**config.mk**
```make
export PLATFORM = sky130hd
export DESIGN_NAME = i2c_start_gen
export DESIGN_NICKNAME = d
export VERILOG_FILES = /design/src/pkg/i2c_start_pkg.sv /design/src/design/baud_gen.sv /design/src/design/i2c_start_gen.sv /design/src/design/line_sync.sv
export VERILOG_INCLUDE_DIRS = /design/src /design/src/pkg
export SDC_FILE = /design/constraint.sdc
export NUM_CORES = 1
export LEC_CHECK = 0
export BUFFER_PORTS_ARGS = -buffer_cell sky130_fd_sc_hd__buf_4
export CAP_MARGIN = 10
export CORE_MARGIN = 3
export CORE_UTILIZATION = 52
export DETAILED_ROUTE_END_ITERATION = 12
export PLACE_DENSITY_LB_ADDON = 0.08
export SYNTH_ARGS = -nofsm -noshare
export SYNTH_HDL_FRONTEND = slang
export SYNTH_SLANG_ARGS = --single-unit
```
**constraint.sdc**
```tcl
create_clock -name I_CLK_SYS -period 2.6 [get_ports I_CLK_SYS]
set_input_delay 0.26 -clock I_CLK_SYS [delete_from_list [all_inputs] [get_ports I_CLK_SYS]]
set_output_delay 0.26 -clock I_CLK_SYS [all_outputs]
set_load 0.01 [all_outputs]
```
**src/pkg/i2c_start_params.svh**
```systemverilog
// Register offsets, field positions, reset values and widths of the start generator
`ifndef I2C_START_PARAMS_SVH
`define I2C_START_PARAMS_SVH

// ----------------------------------------------------------------------------
// Register byte offsets
// ----------------------------------------------------------------------------
`define OFS_CTRL2 8'h00
`define OFS_BAUD 8'h04
`define OFS_STATUS 8'h08
`define OFS_XFER 8'h0c
`define OFS_IRQ_STAT 8'h10
`define OFS_IRQ_MASK 8'h14

// ----------------------------------------------------------------------------
// Fields and widths
// ----------------------------------------------------------------------------
`define ADDR_W 8
`define REG_W 8
`define BAUD_W 7
`define CTRL2_START_BIT 0
`define CTRL2_LOCK_MSB 4
`define STATUS_START_BIT 3
`define STATUS_BUSY_BIT 0
`define IRQ_W 3
`define IRQ_COLL_BIT 0
`define IRQ_WCLASH_BIT 1
`define IRQ_DONE_BIT 2

// ----------------------------------------------------------------------------
// Reset values and bus answers
// ----------------------------------------------------------------------------
`define CTRL2_RST 8'h00
`define BAUD_RST 7'h7f
`define XFER_RST 8'h00
`define IRQ_RST 3'h0
`define RESP_OKAY 2'h0
`define RESP_SLVERR 2'h2

`endif

```
**src/pkg/i2c_start_pkg.sv**
```systemverilog
// Types shared by the start generator files
package i2c_start_pkg;
   typedef enum logic [1:0] {
      ST_IDLE,
      ST_SETUP,
      ST_HOLD,
      ST_DONE
   } start_state_t;
endpackage

```
**src/design/baud_gen.sv**
```systemverilog
// Baud-rate interval counter: reload, count down, one-cycle timeout pulse
`include "i2c_start_params.svh"
module baud_gen (
   // Clock and reset
   input wire logic clk,
   input wire logic rst_n,
   input wire logic ce,
   // Control
   input wire logic load,
   input wire logic stop,
   input wire logic [`BAUD_W-1:0] reload,
   // Status
   output logic timeout
);
   logic [`BAUD_W-1:0] cnt_q;
   logic run_q;

   // Interval is reload+1 cycles; a stop wins over a running count
   always_ff @(posedge clk) begin
      if (!rst_n) begin
         cnt_q <= '0;
         run_q <= 1'b0;
         timeout <= 1'b0;
      end else if (ce) begin
         timeout <= 1'b0;
         if (load) begin
            cnt_q <= reload;
            run_q <= 1'b1;
         end else if (stop) begin
            run_q <= 1'b0;
         end else if (run_q) begin
            if (cnt_q == '0) begin
               timeout <= 1'b1;
               run_q <= 1'b0;
            end else begin
               cnt_q <= cnt_q - 1'b1;
            end
         end
      end
   end
endmodule

```
**src/design/i2c_start_gen.sv**
```systemverilog
// Start-condition generator of an I2C master port with an AXI4-Lite register slave
// ----------------------------------------------------------------------------
// ----------------------------------------------------------------------------
//
// The AXI4-Lite interface to the registers and the register offsets were left to the implementer.
`include "i2c_start_params.svh"
module i2c_start_gen
   import i2c_start_pkg::*;
(
   // Clock, reset, enable
   input wire logic I_CLK_SYS,
   input wire logic I_RST_N,
   input wire logic I_CE,
   // AXI4-Lite write address and data
   input wire logic I_S_AXI_AWVALID,
   output logic O_S_AXI_AWREADY,
   input wire logic [`ADDR_W-1:0] I_S_AXI_AWADDR,
   input wire logic I_S_AXI_WVALID,
   output logic O_S_AXI_WREADY,
   input wire logic [31:0] I_S_AXI_WDATA,
   input wire logic [3:0] I_S_AXI_WSTRB,
   // AXI4-Lite write response
   output logic O_S_AXI_BVALID,
   input wire logic I_S_AXI_BREADY,
   output logic [1:0] O_S_AXI_BRESP,
   // AXI4-Lite read
   input wire logic I_S_AXI_ARVALID,
   output logic O_S_AXI_ARREADY,
   input wire logic [`ADDR_W-1:0] I_S_AXI_ARADDR,
   output logic O_S_AXI_RVALID,
   input wire logic I_S_AXI_RREADY,
   output logic [31:0] O_S_AXI_RDATA,
   output logic [1:0] O_S_AXI_RRESP,
   // I2C lines, open drain
   input wire logic I_SDA,
   output logic O_SDA,
   output logic O_SDA_OE,
   input wire logic I_SCL,
   output logic O_SCL,
   output logic O_SCL_OE,
   // Interrupt
   output logic O_IRQ
);
   // -------------------------------------------------------------------------
   // Declarations
   // -------------------------------------------------------------------------
   start_state_t state_q;
   logic sda_s, scl_s;
   logic brg_load, brg_stop, brg_timeout;
   logic [`REG_W-1:0] ctrl2_q, xfer_q, w_data_q;
   logic [`BAUD_W-1:0] baud_q;
   logic [`IRQ_W-1:0] irq_stat_q, irq_mask_q, irq_set;
   logic aw_hold_q, w_hold_q, awready_q, wready_q, bvalid_q, arready_q, rvalid_q;
   logic w_en_q, start_seen_q, rd_hit;
   logic [`ADDR_W-1:0] aw_addr_q;
   logic [1:0] bresp_q, rresp_q;
   logic [31:0] rdata_q, rd_word;
   logic aw_take, w_take, aw_hold_d, w_hold_d, wr_fire, rd_take;
   logic wr_ctrl2, wr_baud, wr_xfer, wr_istat, wr_imask, wr_hit;
   logic busy, coll, done, sda_low_d;

   // -------------------------------------------------------------------------
   // Line sampling and baud counter
   // -------------------------------------------------------------------------
   line_sync u_sync_sda (.clk(I_CLK_SYS), .rst_n(I_RST_N), .ce(I_CE), .line_in(I_SDA),
      .line_out(sda_s));
   line_sync u_sync_scl (.clk(I_CLK_SYS), .rst_n(I_RST_N), .ce(I_CE), .line_in(I_SCL),
      .line_out(scl_s));
   baud_gen u_baud (.clk(I_CLK_SYS), .rst_n(I_RST_N), .ce(I_CE), .load(brg_load),
      .stop(brg_stop), .reload(baud_q), .timeout(brg_timeout));

   // -------------------------------------------------------------------------
   // AXI4-Lite write channel handling
   // -------------------------------------------------------------------------
   assign aw_take = I_S_AXI_AWVALID & awready_q;
   assign w_take = I_S_AXI_WVALID & wready_q;
   assign wr_fire = aw_hold_q & w_hold_q & ~bvalid_q;
   assign aw_hold_d = (aw_hold_q | aw_take) & ~wr_fire;
   assign w_hold_d = (w_hold_q | w_take) & ~wr_fire;
   // Only byte lane 0 carries register data; other lanes are ignored
   assign wr_ctrl2 = wr_fire & w_en_q & (aw_addr_q == `OFS_CTRL2);
   assign wr_baud = wr_fire & w_en_q & (aw_addr_q == `OFS_BAUD);
   assign wr_xfer = wr_fire & w_en_q & (aw_addr_q == `OFS_XFER);
   assign wr_istat = wr_fire & w_en_q & (aw_addr_q == `OFS_IRQ_STAT);
   assign wr_imask = wr_fire & w_en_q & (aw_addr_q == `OFS_IRQ_MASK);
   assign wr_hit = (aw_addr_q == `OFS_CTRL2) | (aw_addr_q == `OFS_BAUD) |
                   (aw_addr_q == `OFS_STATUS) | (aw_addr_q == `OFS_XFER) |
                   (aw_addr_q == `OFS_IRQ_STAT) | (aw_addr_q == `OFS_IRQ_MASK);
   always_ff @(posedge I_CLK_SYS) begin
      if (!I_RST_N) begin
         aw_hold_q <= 1'b0;
         w_hold_q <= 1'b0;
         awready_q <= 1'b1;
         wready_q <= 1'b1;
         aw_addr_q <= '0;
         w_data_q <= '0;
         w_en_q <= 1'b0;
      end else if (I_CE) begin
         aw_hold_q <= aw_hold_d;
         w_hold_q <= w_hold_d;
         awready_q <= ~aw_hold_d;
         wready_q <= ~w_hold_d;
         if (aw_take) begin
            aw_addr_q <= {I_S_AXI_AWADDR[`ADDR_W-1:2], 2'b00};
         end
         if (w_take) begin
            w_data_q <= I_S_AXI_WDATA[`REG_W-1:0];
            w_en_q <= I_S_AXI_WSTRB[0];
         end
      end
   end

   always_ff @(posedge I_CLK_SYS) begin
      if (!I_RST_N) begin
         bvalid_q <= 1'b0;
         bresp_q <= `RESP_OKAY;
      end else if (I_CE) begin
         if (wr_fire) begin
            bvalid_q <= 1'b1;
            bresp_q <= wr_hit ? `RESP_OKAY : `RESP_SLVERR;
         end else if (I_S_AXI_BREADY) begin
            bvalid_q <= 1'b0;
         end
      end
   end

   // -------------------------------------------------------------------------
   // AXI4-Lite read channel
   // -------------------------------------------------------------------------
   assign rd_take = I_S_AXI_ARVALID & arready_q;
   always_comb begin
      rd_word = '0;
      rd_hit = 1'b1;
      unique case ({I_S_AXI_ARADDR[`ADDR_W-1:2], 2'b00})
         `OFS_CTRL2: rd_word[`REG_W-1:0] = ctrl2_q;
         `OFS_BAUD: rd_word[`BAUD_W-1:0] = baud_q;
         `OFS_STATUS: begin
            rd_word[`STATUS_START_BIT] = start_seen_q;
            rd_word[`STATUS_BUSY_BIT] = busy;
         end
         `OFS_XFER: rd_word[`REG_W-1:0] = xfer_q;
         `OFS_IRQ_STAT: rd_word[`IRQ_W-1:0] = irq_stat_q;
         `OFS_IRQ_MASK: rd_word[`IRQ_W-1:0] = irq_mask_q;
         default: rd_hit = 1'b0;
      endcase
   end
   always_ff @(posedge I_CLK_SYS) begin
      if (!I_RST_N) begin
         arready_q <= 1'b1;
         rvalid_q <= 1'b0;
         rdata_q <= '0;
         rresp_q <= `RESP_OKAY;
      end else if (I_CE) begin
         if (rd_take) begin
            arready_q <= 1'b0;
            rvalid_q <= 1'b1;
            rdata_q <= rd_word;
            rresp_q <= rd_hit ? `RESP_OKAY : `RESP_SLVERR;
         end else if (rvalid_q & I_S_AXI_RREADY) begin
            rvalid_q <= 1'b0;
            arready_q <= 1'b1;
         end
      end
   end

   // -------------------------------------------------------------------------
   // Start sequencer
   // -------------------------------------------------------------------------
   assign busy = (state_q == ST_SETUP) | (state_q == ST_HOLD);
   always_comb begin
      brg_load = 1'b0;
      brg_stop = 1'b0;
      coll = 1'b0;
      done = 1'b0;
      sda_low_d = 1'b0;
      unique case (state_q)
         ST_IDLE: begin
            if (ctrl2_q[`CTRL2_START_BIT]) begin
               if (sda_s & scl_s) begin
                  brg_load = 1'b1;
               end else begin
                  coll = 1'b1;
               end
            end
         end
         ST_SETUP: begin
            if (~scl_s | (brg_timeout & ~sda_s)) begin
               coll = 1'b1;
               brg_stop = 1'b1;
            end else if (brg_timeout) begin
               sda_low_d = 1'b1;
               brg_load = 1'b1;
            end
         end
         ST_HOLD: begin
            if (brg_timeout) begin
               done = 1'b1;
               brg_stop = 1'b1;
            end
         end
         ST_DONE: begin
         end
      endcase
   end
   always_ff @(posedge I_CLK_SYS) begin
      if (!I_RST_N) begin
         state_q <= ST_IDLE;
         O_SDA_OE <= 1'b0;
         start_seen_q <= 1'b0;
         // Fixed drive levels: SDA is only ever pulled low, SCL never
         O_SDA <= 1'b0;
         O_SCL <= 1'b0;
         O_SCL_OE <= 1'b0;
      end else if (I_CE) begin
         unique case (state_q)
            ST_IDLE: begin
               if (brg_load) begin
                  state_q <= ST_SETUP;
               end
            end
            ST_SETUP: begin
               if (coll) begin
                  state_q <= ST_IDLE;
               end else if (sda_low_d) begin
                  state_q <= ST_HOLD;
                  O_SDA_OE <= 1'b1;
                  start_seen_q <= 1'b1;
               end
            end
            ST_HOLD: begin
               if (done) begin
                  state_q <= ST_DONE;
               end
            end
            ST_DONE: begin
               // A control write with byte lane 0 enabled hands the line back; later phases own it then
               if (wr_ctrl2) begin
                  state_q <= ST_IDLE;
                  O_SDA_OE <= 1'b0;
                  start_seen_q <= 1'b0;
               end
            end
         endcase
      end
   end

   // -------------------------------------------------------------------------
   // Software registers
   // -------------------------------------------------------------------------
   always_ff @(posedge I_CLK_SYS) begin
      if (!I_RST_N) begin
         ctrl2_q <= `CTRL2_RST;
      end else if (I_CE) begin
         if (wr_ctrl2 & busy) begin
            // low bits locked; hardware clear of the request still lands
            ctrl2_q[`REG_W-1:`CTRL2_LOCK_MSB+1] <= w_data_q[`REG_W-1:`CTRL2_LOCK_MSB+1];
            ctrl2_q[`CTRL2_START_BIT] <= ctrl2_q[`CTRL2_START_BIT] & ~(coll | done);
         end else if (wr_ctrl2 & (state_q == ST_DONE)) begin
            // Release cycle never relaunches: the synchronisers still see SDA low
            ctrl2_q <= w_data_q & ~(`REG_W'(1) << `CTRL2_START_BIT);
         end else if (wr_ctrl2) begin
            ctrl2_q <= w_data_q;
         end else if (coll | done) begin
            ctrl2_q[`CTRL2_START_BIT] <= 1'b0;
         end
      end
   end

   always_ff @(posedge I_CLK_SYS) begin
      if (!I_RST_N) begin
         baud_q <= `BAUD_RST;
         xfer_q <= `XFER_RST;
         irq_mask_q <= `IRQ_RST;
      end else if (I_CE) begin
         if (wr_baud) begin
            baud_q <= w_data_q[`BAUD_W-1:0];
         end
         if (wr_xfer & ~busy) begin
            xfer_q <= w_data_q;
         end
         if (wr_imask) begin
            irq_mask_q <= w_data_q[`IRQ_W-1:0];
         end
      end
   end

   // -------------------------------------------------------------------------
   // Interrupt status, write one to clear; a new event beats the clear
   // -------------------------------------------------------------------------
   always_comb begin
      irq_set = '0;
      irq_set[`IRQ_COLL_BIT] = coll;
      irq_set[`IRQ_WCLASH_BIT] = wr_xfer & busy;
      irq_set[`IRQ_DONE_BIT] = done;
   end

   always_ff @(posedge I_CLK_SYS) begin
      if (!I_RST_N) begin
         irq_stat_q <= `IRQ_RST;
         O_IRQ <= 1'b0;
      end else if (I_CE) begin
         if (wr_istat) begin
            irq_stat_q <= (irq_stat_q & ~w_data_q[`IRQ_W-1:0]) | irq_set;
         end else begin
            irq_stat_q <= irq_stat_q | irq_set;
         end
         O_IRQ <= |(irq_stat_q & irq_mask_q);
      end
   end

   assign O_S_AXI_AWREADY = awready_q;
   assign O_S_AXI_WREADY = wready_q;
   assign O_S_AXI_BVALID = bvalid_q;
   assign O_S_AXI_BRESP = bresp_q;
   assign O_S_AXI_ARREADY = arready_q;
   assign O_S_AXI_RVALID = rvalid_q;
   assign O_S_AXI_RDATA = rdata_q;
   assign O_S_AXI_RRESP = rresp_q;
endmodule

```
**src/design/line_sync.sv**
```systemverilog
// Two-flop synchroniser for one bus line, idles high like a pulled-up wire
module line_sync (
   // Clock and reset
   input wire logic clk,
   input wire logic rst_n,
   input wire logic ce,
   // Line in and synchronised level out
   input wire logic line_in,
   output logic line_out
);
   logic meta_q;

   always_ff @(posedge clk) begin
      if (!rst_n) begin
         meta_q <= 1'b1;
         line_out <= 1'b1;
      end else if (ce) begin
         meta_q <= line_in;
         line_out <= meta_q;
      end
   end
endmodule

```
==> metrics.txt <==
nets@finish=556; final hold vios=0; R2R depth=8; Clock Path Buffers=2; Routed Antenna Nets=0; DP HPWL=5.78 mm; routability cong.=0.828; Pwr Density=537 nW/um^2; Main synth FF type=dfxtp_1; Post-CTS Setup Bufs=0; Worst EP arrival=2340 ps; Critical Path Slowest Stage Cell=dfxtp_1; drt wl/cell=13.8 um; Die Ht=92.7 um; Seq cells post-synth=78; post-route design area=4430 um^2; peak supply drop=0.294 mV; Ys Warns=0; ratio of final minimum period to clock period=0.808; initial antenna violation count=0; CTS HTree Levels=3; most common cell after layout, fill and taps aside=dfxtp_1; FFs w/ async S/R, synth=0; synth unique cells=51; DIE AREA=8580 um^2; Pins Over Slew Limit=0; WP buf/inv=2; Num CTS Buffers=9; clk root buf=clkbuf_8; max cap viols=0; Critical Path Max Stage Delay=340 ps; CP max FO=11; DR vias/cell=5.31; Reg-to-Reg End=u_baud.cnt_q[6]; Mapped Avg Cell Area=8.72 um^2; Std-Cell Rows=30; synth top area cells=dfxtp_1, mux2i_1, nand2_1; iteration-0 DRC count of the detailed router=146; Worst Tran Pin Value=556 ps; Starting Density=0.556; Critical Path End Type=register; commonest non-fill, non-tap cells in the layout=dfxtp_1, nand2_1, buf_4; Seq/Total Area, Yosys=0.400; Crit Path Category=register to register; Die W=92.7 um; Post-Synthesis Cell Area=3900 um^2; TritonRoute pass-1 iters=5; dominant cell type by area after synthesis=dfxtp_1; status=finished, final reports clean; setup_tns=0 ps; post-cts gate resize count=0; Non-Filler Instances=588; f_max=476 MHz; Max-slew headroom=0.629; Post-Route Skew=12.6 ps; placed cell count=572; clock transition at the registers of the reported paths=80 ps; Worst EP required=2840 ps; CP Depth=8; Pleak=1.78 nW; vias in the first global route=2970; layout cell share with drive strength beyond 1=0.161; CP Cell Sequence=inv_1 > ha_1 > a22oi_1 > nor2_1 > buf_4 > nand2_1 > and3_1 > a32o_1; Worst Setup EP=u_baud.cnt_q[6]; setup violators final=0; GR Overflow Total=0; largest net degree at the start of global routing=65; unrepaired setup endpoints after global routing=false; R2R setup slack=500 ps; Worst Setup Start Kind=register; gr usage total=0.202; residual DRC count=0; EDFF count, synth=0; CTS tree=built; clock latency on the worst-skew pair=340 ps; # port buffers=47; cells after synthesis=448; Antenna Cells=0; first-pass GRT wire length=14.1 mm; Clock Sinks=78; area delta synth->final=13.4%; top-level I/O count=108; Tmin final=2100 ps; dpl cell area=4220 um^2; Power Total=2.38 mW; DRT Wirelength=8.14 mm; Post-CTS Hold Buffers=0; HP Class=primary input to register; core area=7020 um^2; Synth top area share=0.400; via count=3124; CP delay by family, top=simple AND/OR/NAND/NOR gates
-- synth_stat cells (all sizes together), types with 5 or more instances --
cell and number:
nor2b 23, nand3 30, inv 9, a21oi 10, o21ai 27, clkbuf 21, mux2i 34, buf 33
nand2b 7, and3 8, a22oi 6, dfxtp 78, a32o 5, a21boi 17, nand2 69, nor2 12
ha 7
-- how the worst min path moves through the flow --
stage                         start           endpoint  slack [ps]  cells past startpoint
after CTS                     I_SCL  u_sync_scl.meta_q         120                      3
final                         I_SCL  u_sync_scl.meta_q         140                      3
after detailed placement  xfer_q[0]          xfer_q[0]         460                      2
after floorplan               I_SCL  u_sync_scl.meta_q         390                      2
after global placement    xfer_q[3]          xfer_q[3]         450                      2
after global routing          I_SCL  u_sync_scl.meta_q         140                      3
-- state kept, by name, indices dropped and copies added (netlist names), 3 cells and up, named ones only --
name	count
O_S_AXI_RDATA	8
aw_addr_q	6
baud_q	7
ctrl2_q	8
irq_mask_q	3
irq_stat_q	3
u_baud.cnt_q	7
w_data_q	8
xfer_q	8
-- report_power, final --
| group | switching [mW] | internal [mW] | total (mW) |
|---|---|---|---|
| Sequential | 0.0262 | 1.22 | 1.25 |
| Clock | 0.447 | 0.474 | 0.921 |
| Combinational | 0.119 | 0.0903 | 0.209 |
| Total | 0.592 | 1.78 | 2.38 |
-- cell families after synthesis --
kind of cell / after synthesis / synth area share
AND/OR/NAND/NOR: 174 / 0.232
AO/OA/AOI/OAI: 88 / 0.151
flip-flops: 78 / 0.400
buffers and inverters: 63 / 0.0894
multiplexers: 37 / 0.104
adder cells (fa/ha/maj): 7 / 0.0224
other: 1 / 0.000960
-- worst min-delay path: stages --
cell     delay [ps]
buf_4            70
mux2i_1          50
nand2_1          60
-- routing by layer --
metal | part of all wire | wire length [um] | GRT usage
met3 | 0.067 | 549 | 0.0439
met5 | 0 | 0 | 0
met4 | 0.0080 | 65 | 0.0379
met1 | 0.47 | 3810 | 0.279
met2 | 0.46 | 3710 | 0.327
-- per-stage QoR --
step / utilization / setup WS, ps / hold slack (ps)
floorplan: - / 458 / 388
global placement: 0.601 / 542 / 449
global route: 0.631 / 282 / 139
CTS: 0.631 / 504 / 125
detailed placement: 0.601 / 504 / 460
finish: 0.631 / 500 / 136
-- cell type report --
type / instances / area [um^2]
Timing Repair Buffer: 54 / 405
Multi-Input combinational cell: 335 / 2100
Fill cell: 641 / 2590
Sequential cell: 78 / 1560
Clock buffer: 10 / 138
Tap cell: 96 / 120
Inverter: 9 / 33.8
Clock inverter: 6 / 70.1
Note: power is estimated with default switching activity, not from simulation.
